$ cat src/hdl/power_event_pkg.sv
// Package with register map, field positions, reset values and timing counts.
package power_event_pkg;

    // Register byte addresses; the low byte 72 is part of each address.
    localparam logic [15:0] ADDR_OUT_LOW       = 16'h7072;
    localparam logic [15:0] ADDR_OUT_HIGH      = 16'h7872;
    localparam logic [15:0] ADDR_IDLE_TIMEOUTS = 16'h8072;
    localparam logic [15:0] ADDR_EVENT_INPUTS  = 16'h8872;
    localparam logic [15:0] ADDR_EVENT_FLAGS   = 16'h9072;
    localparam logic [15:0] ADDR_EVENT_ENABLES = 16'hc872;
    localparam logic [15:0] ADDR_STATE_MIRROR  = 16'hd072;

    // Power-control output bit positions.
    localparam int OUT_CPU_CLK      = 0;
    localparam int OUT_DISPLAY      = 1;
    localparam int OUT_BACKLIGHT    = 2;
    localparam int OUT_LOCAL_ACK    = 3;
    localparam int OUT_LOCAL_ATTN   = 4;
    localparam int OUT_CPU_DOWN     = 5;
    localparam int OUT_GATE_A20     = 6;
    localparam int OUT_FULL_DOWN    = 7;

    // Field positions in the event input, enable and flag registers.
    localparam int INP_UPDATE_BIT   = 15;
    localparam int INP_LOCAL_BIT    = 14;
    localparam int INP_ATTN_GEN_LSB = 8;
    localparam int ENA_NMI_LSB      = 10;
    localparam int ENA_ATTN_LSB     = 2;
    localparam int FLAG_LSB         = 2;
    localparam int LOCAL_REQ_INPUT  = 2;

    // Timeout field special codes.
    localparam logic [7:0] LIMIT_ALWAYS_OFF = 8'h00;
    localparam logic [7:0] LIMIT_ALWAYS_ON  = 8'hff;

    // Reset values.
    localparam logic [15:0] RESET_WORD      = 16'h0000;
    localparam logic [7:0]  RESET_OUT_LOW   = 8'h07;

    // Timing: one idle step is five seconds at a 50 MHz clock.
    localparam int  CLK_HZ          = 50_000_000;
    localparam int  IDLE_STEP_SEC   = 5;
    localparam longint IDLE_STEP_CYCLES = longint'(CLK_HZ) * IDLE_STEP_SEC;
    localparam int  REFRESH_PERIOD_NS = 15_000;
    localparam int  CLK_PERIOD_NS   = 20;
    localparam int  REFRESH_CYCLES  = REFRESH_PERIOD_NS / CLK_PERIOD_NS;

    // Register bus request bundle.
    typedef struct packed {
        logic [15:0] addr;
        logic [15:0] wdata;
        logic        wr;
        logic        rd;
    } bus_req_t;

    // Mirror source bundle from the serial and parallel ports.
    typedef struct packed {
        logic [1:0] serial_a_mirror;
        logic [1:0] serial_b_mirror;
        logic [3:0] parallel_ctl_mirror;
        logic [7:0] parallel_data_mirror;
    } mirror_src_t;

endpackage : power_event_pkg

$ cat src/hdl/power_event_monitor.sv
// Power-management event monitor: output map, idle timer, event flags and mirror.
//
// Operation
// - Output bits mean clock, display, backlight, handshake, power
// - Idle timeout clears display or backlight output
// - Keyboard interrupt restarts timer at next refresh
// - One shared idle timer serves both timeouts
// - Timer steps five seconds, up to 1270
// - Backlight field: 00 off, FF on, else n*5s
// - Display field: 00 off, FF on, else n*5s
// - Update enable makes output changes strobe latch
// - Local enable turns input 2 into request
// - Attention-generate bits raise attention on transitions
// - Writing zero clears flag, one keeps it
// - Captured input bit frozen while its flag set
// - NMI enables allow NMI on input change
// - Attention enables allow attention per input
// - Inputs 2-6 any edge, 7 rising edge
// - Qualifying change sets flag and NMI; others zero
// - Flag clears when its enables written zero
// - Input register reports eight power inputs
// - Mirror register packs serial and parallel bits
// - Output byte driven on data bus for latch
// - Outputs sit in two registers, low writable in bits 7, 5, 3, 0 only
`timescale 1ns/1ps
module power_event_monitor
    import power_event_pkg::*;
#(
    parameter longint STEP_CYCLES   = IDLE_STEP_CYCLES, // Cycles per five-second idle step.
    parameter int     REFRESH_COUNT = REFRESH_CYCLES    // Cycles between refresh slots.
)(
    input  wire logic        core_clk,             // System clock, 50 MHz.
    input  wire logic        reset,                // Synchronous active-high reset.
    input  wire bus_req_t    bus_req,              // Register bus request.
    output logic [15:0]      rdata,                // Read data, cycle after read strobe.
    input  wire logic [7:0]  power_input_pin,      // External power inputs.
    input  wire logic        keyboard_irq,         // Keyboard interrupt pulse, same domain.
    input  wire logic        gate_a20_in,          // Internal A20 gate, same domain.
    input  wire mirror_src_t mirror_src,           // Port bits shown in the mirror.
    output logic [7:0]       latch_data,           // Output byte for the external latch.
    output logic             latch_strobe,         // One-cycle latch update strobe.
    output logic             attention_signal,     // Attention to keyboard controller.
    output logic             local_request,        // Local access request seen.
    output logic             nmi                   // NMI pulse to the host.
);

    // Elaboration check: counts must be at least one cycle and fit their counters.
    if (STEP_CYCLES < 1 || REFRESH_COUNT < 1 ||
        STEP_CYCLES > 64'h0000_0000_ffff_ffff || REFRESH_COUNT > 32'h0001_0000)
    begin : g_bad_param
        $error("power_event_monitor: counts out of range");
    end

    // All state lives in one packed struct, so reset and registering are one
    // assignment each and no field can be left out of either by mistake.
    typedef struct packed {
        logic [1:0][7:0] sync_reg;       // Two-stage input synchroniser.
        logic [7:0]  prev_reg;           // Previous synchronised sample.
        logic [7:0]  captured_reg;       // Captured inputs, frozen by flags.
        logic [7:0]  out_low_reg;        // Power-control outputs 7:0.
        logic [7:0]  out_high_reg;       // User outputs 15:8.
        logic [15:0] timeouts_reg;       // Backlight and display limits.
        logic [7:0]  inp_ctl_reg;        // Update, local enable, attention generate.
        logic [5:0]  nmi_en_reg;         // NMI enables for inputs 7..2.
        logic [5:0]  attn_en_reg;        // Attention enables for inputs 7..2.
        logic [5:0]  flags_reg;          // Event flags for inputs 7..2.
        logic [31:0] step_cnt_reg;       // Cycles within a five-second step.
        logic [7:0]  idle_steps_reg;     // Shared idle timer in steps.
        logic        kbd_pending_reg;    // Keyboard seen, waiting for refresh.
        logic [15:0] refresh_cnt_reg;    // Refresh slot counter.
        logic        a20_prev_reg;       // Last A20 value for change detect.
        logic [15:0] rdata_reg;          // Registered read data.
        logic [7:0]  latch_data_reg;     // Latch bus value.
        logic        latch_strobe_reg;   // Latch update strobe.
        logic        attn_reg;           // Attention output.
        logic        local_reg;          // Local request output.
        logic        nmi_reg;            // NMI output.
    } state_t;

    state_t state_reg;   // Registered state.
    state_t state_next;  // Next state.

    // Decode for a timeout field: returns 1 when the output should be enabled.
    // One function serves both fields because they share one idle timer;
    // a limit of n keeps the output on while fewer than n steps have passed.
    function automatic logic limit_on(input logic [7:0] limit, input logic [7:0] steps);
        logic on;
        on = 1'b0;
        if (limit == LIMIT_ALWAYS_OFF)
            on = 1'b0;
        else if (limit == LIMIT_ALWAYS_ON)
            on = 1'b1;
        else
            on = (steps < limit);
        return on;
    endfunction : limit_on

    // Synchronised pins and their edges against the previous sample.
    wire logic [7:0] sync_in   = state_reg.sync_reg[1];
    wire logic [7:0] changed   = sync_in ^ state_reg.prev_reg;
    wire logic [7:0] rising    = sync_in & ~state_reg.prev_reg;
    // Qualifying transitions of inputs 7..2; a falling input 7 does not count.
    wire logic [5:0] qual_ev   = {rising[7], changed[6:2]};
    // Any write strobe; the address is decoded in the next-state block.
    wire logic       wr_hit    = bus_req.wr;
    // Counter end points: both counters run from zero to the count less one.
    wire logic       step_done = (state_reg.step_cnt_reg == 32'(STEP_CYCLES - 1));
    wire logic       refresh   = (state_reg.refresh_cnt_reg == 16'(REFRESH_COUNT - 1));

    // Combinational next-state logic. Every field starts from its registered
    // value, so a field that no branch touches simply holds.
    always_comb
    begin
        logic [5:0] events;
        logic [5:0] attn_ev;
        logic [7:0] new_low;
        events     = 6'h00;
        attn_ev    = 6'h00;
        new_low    = 8'h00;
        state_next = state_reg;

        // Synchroniser stages; only stage one feeds stage two. The two flops
        // keep a metastable pin sample away from the edge and flag logic.
        state_next.sync_reg[0] = power_input_pin;
        state_next.sync_reg[1] = state_reg.sync_reg[0];
        state_next.prev_reg    = sync_in;

        // Qualifying transitions: 2..6 any edge, 7 rising only.
        events = qual_ev;
        attn_ev = events & state_reg.attn_en_reg;

        // Default one-cycle pulses. Attention-generate bits act on any change,
        // apart from the attention enables, and the two sources are ORed.
        state_next.nmi_reg          = |(events & state_reg.nmi_en_reg);
        state_next.attn_reg         = (|attn_ev) |
                                      (|(changed[7:2] & state_reg.inp_ctl_reg[5:0]));
        state_next.latch_strobe_reg = 1'b0;

        // Local access request through input 2 when enabled; with the enable
        // clear, input 2 is an ordinary user input.
        state_next.local_reg = state_reg.inp_ctl_reg[INP_LOCAL_BIT - 8] &
                               sync_in[LOCAL_REQ_INPUT];

        // Refresh slot counter. It stands in for the system refresh cycle, the
        // only moment at which a keystroke may restart the idle timer.
        state_next.refresh_cnt_reg = refresh ? 16'h0000 : state_reg.refresh_cnt_reg + 16'h0001;

        // Shared idle timer: tick only while no keyboard activity is pending.
        // A keystroke is parked until the next refresh slot; while it waits
        // the timer neither counts nor restarts, so no timeout fires meanwhile.
        if (keyboard_irq)
            state_next.kbd_pending_reg = 1'b1;
        if (state_reg.kbd_pending_reg && refresh)
        begin
            state_next.kbd_pending_reg = keyboard_irq;
            state_next.step_cnt_reg    = 32'h0000_0000;
            state_next.idle_steps_reg  = 8'h00;
        end
        else if (!state_reg.kbd_pending_reg)
        begin
            // Saturating count; 8 bits of 5 s steps cover 1270 s. It holds
            // at 254, the largest finite limit, so it never wraps back to on.
            if (step_done)
            begin
                state_next.step_cnt_reg = 32'h0000_0000;
                if (state_reg.idle_steps_reg != 8'hfe)
                    state_next.idle_steps_reg = state_reg.idle_steps_reg + 8'h01;
            end
            else
                state_next.step_cnt_reg = state_reg.step_cnt_reg + 32'h0000_0001;
        end

        // Display and backlight follow the one shared timer. The limits are
        // decoded every cycle, so a rewritten limit acts on the next edge.
        new_low = state_reg.out_low_reg;
        new_low[OUT_DISPLAY]   = limit_on(state_reg.timeouts_reg[7:0],
                                          state_reg.idle_steps_reg);
        new_low[OUT_BACKLIGHT] = limit_on(state_reg.timeouts_reg[15:8],
                                          state_reg.idle_steps_reg);
        // A20 and attention are mirrored; a change of either strobes the latch.
        new_low[OUT_GATE_A20]  = gate_a20_in;
        new_low[OUT_LOCAL_ATTN] = state_reg.attn_reg;
        state_next.a20_prev_reg = gate_a20_in;

        // Captured inputs: bits with a set flag stay frozen. Inputs 0 and 1
        // have no flag and always show the synchronised pin.
        state_next.captured_reg[1:0] = sync_in[1:0];
        state_next.captured_reg[7:2] = (state_reg.captured_reg[7:2] & state_reg.flags_reg) |
                                       (sync_in[7:2] & ~state_reg.flags_reg);

        // Register writes. They land on the edge that samples the strobe;
        // unmapped addresses and read-only bits are ignored.
        if (wr_hit)
        begin
            case (bus_req.addr)
                ADDR_OUT_LOW:       new_low[OUT_FULL_DOWN:OUT_LOCAL_ACK] =
                                        {bus_req.wdata[15], new_low[6], bus_req.wdata[13],
                                         new_low[4], bus_req.wdata[11]};
                ADDR_OUT_HIGH:      state_next.out_high_reg = bus_req.wdata[15:8];
                ADDR_IDLE_TIMEOUTS: state_next.timeouts_reg = bus_req.wdata;
                ADDR_EVENT_INPUTS:  state_next.inp_ctl_reg  = bus_req.wdata[15:8];
                ADDR_EVENT_FLAGS:   state_next.flags_reg    = state_reg.flags_reg &
                                                              bus_req.wdata[7:2];
                ADDR_EVENT_ENABLES:
                begin
                    state_next.nmi_en_reg  = bus_req.wdata[15:10];
                    state_next.attn_en_reg = bus_req.wdata[7:2];
                    // Flag drops once neither enable is left.
                    state_next.flags_reg = state_reg.flags_reg &
                                           (bus_req.wdata[15:10] | bus_req.wdata[7:2]);
                end
                default: ;
            endcase
        end
        // CPU clock bit is kept from the write path only.
        if (wr_hit && bus_req.addr == ADDR_OUT_LOW)
            new_low[OUT_CPU_CLK] = bus_req.wdata[8];
        state_next.out_low_reg = new_low;

        // Hardware set wins over a clear in the same cycle, so an event that
        // meets a late clear is never lost.
        state_next.flags_reg = state_next.flags_reg |
                               (events & (state_reg.nmi_en_reg | state_reg.attn_en_reg));

        // Latch update on any change of outputs 7:0 or A20 when enabled. The
        // byte follows the outputs every cycle; the strobe says when to capture.
        state_next.latch_data_reg = state_next.out_low_reg;
        if (state_reg.inp_ctl_reg[INP_UPDATE_BIT - 8] &&
            ((state_next.out_low_reg != state_reg.out_low_reg) ||
             (gate_a20_in != state_reg.a20_prev_reg)))
            state_next.latch_strobe_reg = 1'b1;

        // Read data, one cycle later; unmapped reads return zero.
        state_next.rdata_reg = RESET_WORD;
        if (bus_req.rd)
        begin
            case (bus_req.addr)
                ADDR_OUT_LOW:       state_next.rdata_reg = {state_reg.out_low_reg,
                                                            state_reg.out_low_reg};
                ADDR_OUT_HIGH:      state_next.rdata_reg = {state_reg.out_high_reg,
                                                            state_reg.out_high_reg};
                ADDR_IDLE_TIMEOUTS: state_next.rdata_reg = state_reg.timeouts_reg;
                ADDR_EVENT_INPUTS:  state_next.rdata_reg = {state_reg.inp_ctl_reg,
                                                            state_reg.captured_reg};
                ADDR_EVENT_FLAGS:   state_next.rdata_reg = {8'h00, state_reg.flags_reg,
                                                            2'b00};
                // Enables read with the unused bits 9:8 and 1:0 as zero.
                ADDR_EVENT_ENABLES: state_next.rdata_reg = {state_reg.nmi_en_reg, 2'b00,
                                                            state_reg.attn_en_reg, 2'b00};
                ADDR_STATE_MIRROR:  state_next.rdata_reg = mirror_src;
                default:            state_next.rdata_reg = RESET_WORD;
            endcase
        end
    end

    // Register the state; reset loads constants only. Reset sets clock driver,
    // display and backlight on; with the limits at 00, display and backlight drop on the first edge after.
    always_ff @(posedge core_clk)
    begin
        if (reset)
        begin
            state_reg             <= '0;
            state_reg.out_low_reg <= RESET_OUT_LOW;
        end
        else
            state_reg <= state_next;
    end

    // Every output is a field of the registered state, never a gate.
    assign rdata            = state_reg.rdata_reg;
    assign latch_data       = state_reg.latch_data_reg;
    assign latch_strobe     = state_reg.latch_strobe_reg;
    assign attention_signal = state_reg.attn_reg;
    assign local_request    = state_reg.local_reg;
    assign nmi              = state_reg.nmi_reg;
endmodule : power_event_monitor

$ cat config.mk
export PLATFORM = sky130hd
export DESIGN_NAME = power_event_monitor
export DESIGN_NICKNAME = d
export VERILOG_FILES = /design/src/hdl/power_event_pkg.sv /design/src/hdl/power_event_monitor.sv
export SDC_FILE = /design/constraint.sdc
export NUM_CORES = 1
export LEC_CHECK = 0
export CELL_PAD_IN_SITES_DETAIL_PLACEMENT = 1
export CELL_PAD_IN_SITES_GLOBAL_PLACEMENT = 2
export CORE_ASPECT_RATIO = 0.7
export CORE_MARGIN = 1.5
export CORE_UTILIZATION = 35
export DETAILED_ROUTE_END_ITERATION = 10
export DONT_BUFFER_PORTS = 1
export PLACE_DENSITY = 0.75
export SKIP_CTS_REPAIR_TIMING = 1
export SYNTH_ARGS = -nofsm -noshare
export SYNTH_HDL_FRONTEND = slang
export SYNTH_SLANG_ARGS = --single-unit
$ cat constraint.sdc
create_clock -name core_clk -period 2.25 [get_ports core_clk]
set_input_delay 0.675 -clock core_clk [delete_from_list [all_inputs] [get_ports core_clk]]
set_output_delay 0.675 -clock core_clk [all_outputs]
set_load 0.02 [all_outputs]
==> out/summary.md <==
The count of placed standard cells in the final layout, fillers left out is 1207. For this design the top-level I/O count stands at 90. The maximum clock skew at final layout was 0.0112 ns; the overall die area was 0.0231 mm². The run gives 0.026 as the relative contribution of combinational cells to total power. The part of the total power dissipated in the clock network was 0.490; the sum of buffers and inverters on the critical path was 1.

The remaining routing DRC violations came out at 0. The number of vias per cell after detailed routing was 5.39; the max-capacitance violation count was 0. Input and output buffers added on the ports amount to 0. The switching share of total power is 0.251, and the placer congestion estimate is 0.835. Counting flops with a built-in enable in the synthesized netlist gives 0.

The floorplan has 45 rows. Sum of negative setup slack: 0 ns. The tools report the power after layout as 6.26 mW.

The worst setup path is captured at a flop. At the later pin of the worst-skew pair, clock insertion delay measures 0.44 ns. The floorplan core area is 0.0217 mm², and the post-route standard cell area excluding fillers is 0.00912 mm². The post-synthesis area per instance is 8.87 µm². The slowest stage of the critical path is the sky130_fd_sc_hd__or4_4 cell.

The max-slew headroom at the worst pin was 0.612; the final critical-path required period was 2.16 ns. In the layout the commonest cells are 168 x sky130_fd_sc_hd__dfxtp_1, 99 x sky130_fd_sc_hd__nor2_1, 74 x sky130_fd_sc_hd__buf_4. Compared with the post-synthesis result, the final layout area differs by 17.4%.

Horizontal extent of the die: 181 µm. The run gives 6395 as the number of global-route vias before repair. The tools report the reg-to-reg endpoint as state_reg[50]. In the final design database the tool counted 994 nets. The end-of-flow core utilization came out at 0.420. Largest area contributor in the netlist: sky130_fd_sc_hd__dfxtp_1.

The sequential share of the synthesized area came out at 0.433. The flow ran to the end, and the final reports show no timing, DRC or antenna violations. Beginning of the critical path: state_reg[85].

Cell internal power was estimated by the tool at 4.69 mW. The final layout contains routed wiring with a total length of 23.9 mm. Fraction of the cycle the final worst path needs: 0.958. In this run the power density over the cells is 687 mW/mm². Across all hold checks on the routed design, the worst slack comes to 0.306 ns. Summed over all nets, the switching power comes to 1.57 mW. The worst register-to-register path has a setup slack of 0.09 ns. By startpoint and endpoint, the worst setup path is classified as reg2reg.

The library cell used most frequently in the layout, excluding fill and tap cells, is sky130_fd_sc_hd__dfxtp_1. The main flop type after synthesis is sky130_fd_sc_hd__dfxtp_1. The global-route usage over all layers is 0.210, and the post-synthesis cell type count is 63. The layout has 2509 filler cells. Summing all flip-flop and latch instances after layout gives 0.00336 mm². The number of nets produced by synthesis is 958, and the H-tree depth is 4.

TritonCTS built the clock tree. The maximum buffer depth of the clock tree was 2; the number of flip-flops in the largest register was 123. For this run, the top clock speed supported by timing is 0.464 GHz. Along the worst path, the maximum fanout reaches 5. The floorplan step set the die height to 128 µm. The violation count after the first detailed-routing iteration is 499, and the total vias in the final route is 6511.

Global-route wire length before repair: 37.1 mm. The cell total after placement is 1173, and the worst IR drop on VDD is 0.487 mV. By area the synthesized netlist is led by sky130_fd_sc_hd__dfxtp_1 43%, sky130_fd_sc_hd__mux2i_1 5.4%, sky130_fd_sc_hd__nor2_1 4.8%.

The number of synthesized register bits came out at 168. In this design, the stage delay of the slowest critical-path cell is 0.60 ns. Placement-stage worst setup slack: -0.361 ns. The data required time of the worst path is 2.62 ns, and the number of CTS-inserted buffers is 17. In this run the worst setup path terminates at state_reg[50]. In this run the remaining antenna-violating nets after routing total 0.

The number of antenna repair diodes was 0. Setup repair after global routing could not meet its margin everywhere. For the number of slew-limit violations in the final report, the log shows 0. At the worst endpoint, the arrival time is 2.53 ns. Synthesis handed over a netlist of 876 instances. The pin count of the biggest net entering global routing is 100, and the slew at the pin closest to its max-slew limit is 0.577 ns. In this run the number of cells on the critical path is 6. Starting density of the core: 0.357. Detailed-placement wirelength estimate: 17.4 mm. The signal on the critical path passes through nor4_2 -> buf_4 -> nand3_2 -> or4_4 -> or4_1 -> a21oi_1. The clock drives 168 sinks. Grouping stages by cell kind, the critical path spends the most delay in simple AND/OR/NAND/NOR gates.

Setup violations remaining at the end of the flow were counted as 0. Summing all multi-input logic gate instances after layout gives 0.00405 mm². The share of flip-flops with an asynchronous set or reset after synthesis was 0; the CTS clock-pin slew for the worst setup and hold paths was 0.07 ns.

In this run the cell area of the synthesized design comes to 0.00777 mm². The tools report the detailed-router iteration count before antenna repair as 5. The proportion of layout cells with a drive suffix above 1 works out to 0.147. The register share of total power is 0.484.

Global routing finished with a remaining overflow of 0. The final critical-path setup slack is 0.0942 ns. The run gives 3.47 nW as the standby leakage power. The final hold violation count is 0, and the placed cell area is 0.00842 mm².

The initial antenna violation count was 0. For the number of warnings printed during yosys synthesis, the log shows 0. Dividing the detail-routed wire length by the instance count gives 19.8 µm.

The min-delay analysis places its worst path in the category in2reg. The tools report the critical register-to-register path startpoint as state_reg[85]. Measured in cells, the most critical reg-to-reg path has a length of 6. Sort of element at the start of the critical path: a flop. Share of the synthesized area in the top cell type: 0.433. Clock tree synthesis selected as its root buffer the cell sky130_fd_sc_hd__clkbuf_16.
==> cell usage after synthesis (3+ instances only) <==
master / number
sky130_fd_sc_hd__nand4_1: 28
sky130_fd_sc_hd__nand3_1: 27
sky130_fd_sc_hd__or3_1: 11
sky130_fd_sc_hd__nor3_1: 3
sky130_fd_sc_hd__and2_1: 8
sky130_fd_sc_hd__nor2_1: 99
sky130_fd_sc_hd__or4_1: 4
sky130_fd_sc_hd__clkbuf_1: 29
sky130_fd_sc_hd__a222oi_1: 5
sky130_fd_sc_hd__a21oi_1: 62
sky130_fd_sc_hd__buf_2: 6
sky130_fd_sc_hd__o21a_1: 7
sky130_fd_sc_hd__and4_1: 6
sky130_fd_sc_hd__a22oi_1: 20
sky130_fd_sc_hd__nor2b_1: 28
sky130_fd_sc_hd__nor3b_1: 3
sky130_fd_sc_hd__xor2_1: 36
sky130_fd_sc_hd__dfxtp_1: 168
sky130_fd_sc_hd__ha_1: 20
sky130_fd_sc_hd__a31oi_1: 12
sky130_fd_sc_hd__inv_1: 25
sky130_fd_sc_hd__xnor2_1: 15
sky130_fd_sc_hd__nor4_1: 6
sky130_fd_sc_hd__nor4b_1: 6
sky130_fd_sc_hd__o31ai_1: 12
sky130_fd_sc_hd__o21ai_0: 25
sky130_fd_sc_hd__nor4bb_1: 5
sky130_fd_sc_hd__mux2i_1: 42
sky130_fd_sc_hd__buf_4: 25
sky130_fd_sc_hd__nand2_1: 73
sky130_fd_sc_hd__and3_1: 13
sky130_fd_sc_hd__or2_2: 3
sky130_fd_sc_hd__nand2b_1: 6
==> routing by layer <==
| metal | global-route usage | vias up | wire, µm |
|---|---|---|---|
| met5 | 0 | - | 0 |
| met4 | 0.0417 | 0 | 172 |
| met3 | 0.0607 | 13 | 1730 |
| met2 | 0.281 | 174 | 9460 |
| met1 | 0.325 | 3176 | 12600 |
| li1 | - | 3148 | - |
==> power groups by stage <==
| stage | clock (mW) | combinational (mW) | sequential [mW] |
|---|---|---|---|
| finish | 3.07 | 0.160 | 3.03 |
| global route | 3.27 | 0.178 | 3.04 |
| CTS | 3.15 | 0.151 | 3.03 |
| detailed placement | 0 | 0.150 | 3.10 |
| global placement | 0 | 0.148 | 3.10 |
| floorplan | 0 | 0.138 | 3.10 |
==> how the worst min path moves through the flow <==
stage,from,endpoint,slack [ns],cells past startpoint
6_report,reset,latch_data[1],0.31,1
3_3_place_gp,sync_in[1],state_reg[153],0.42,1
3_5_place_dp,state_next[174],sync_in[6],0.43,1
2_1_floorplan,sync_in[0],state_reg[152],0.41,1
5_1_grt,reset,flop,0.28,1
4_1_cts,reset,state_reg[115],0.28,1
==> cell type report <==
| class | instances | area share |
|---|---|---|
| inverters | 26 | 0.0107 |
| repair buffers | 79 | 0.0715 |
| flip-flops and latches | 168 | 0.369 |
| multi-input cells | 620 | 0.444 |
| clock inverters | 15 | 0.0200 |
| well taps | 282 | 0.0387 |
| clock buffers | 17 | 0.0467 |
==> cell families after synthesis <==
group           Yosys count  share of synthesized area
mux                      42                     0.0541
flops                   168                      0.433
buf+inv                  89                     0.0570
fa+ha+maj                20                     0.0322
xor+xnor                 51                     0.0575
compound gates          158                      0.126
simple gates            348                      0.240
Note: power is estimated with default switching activity, not from simulation.
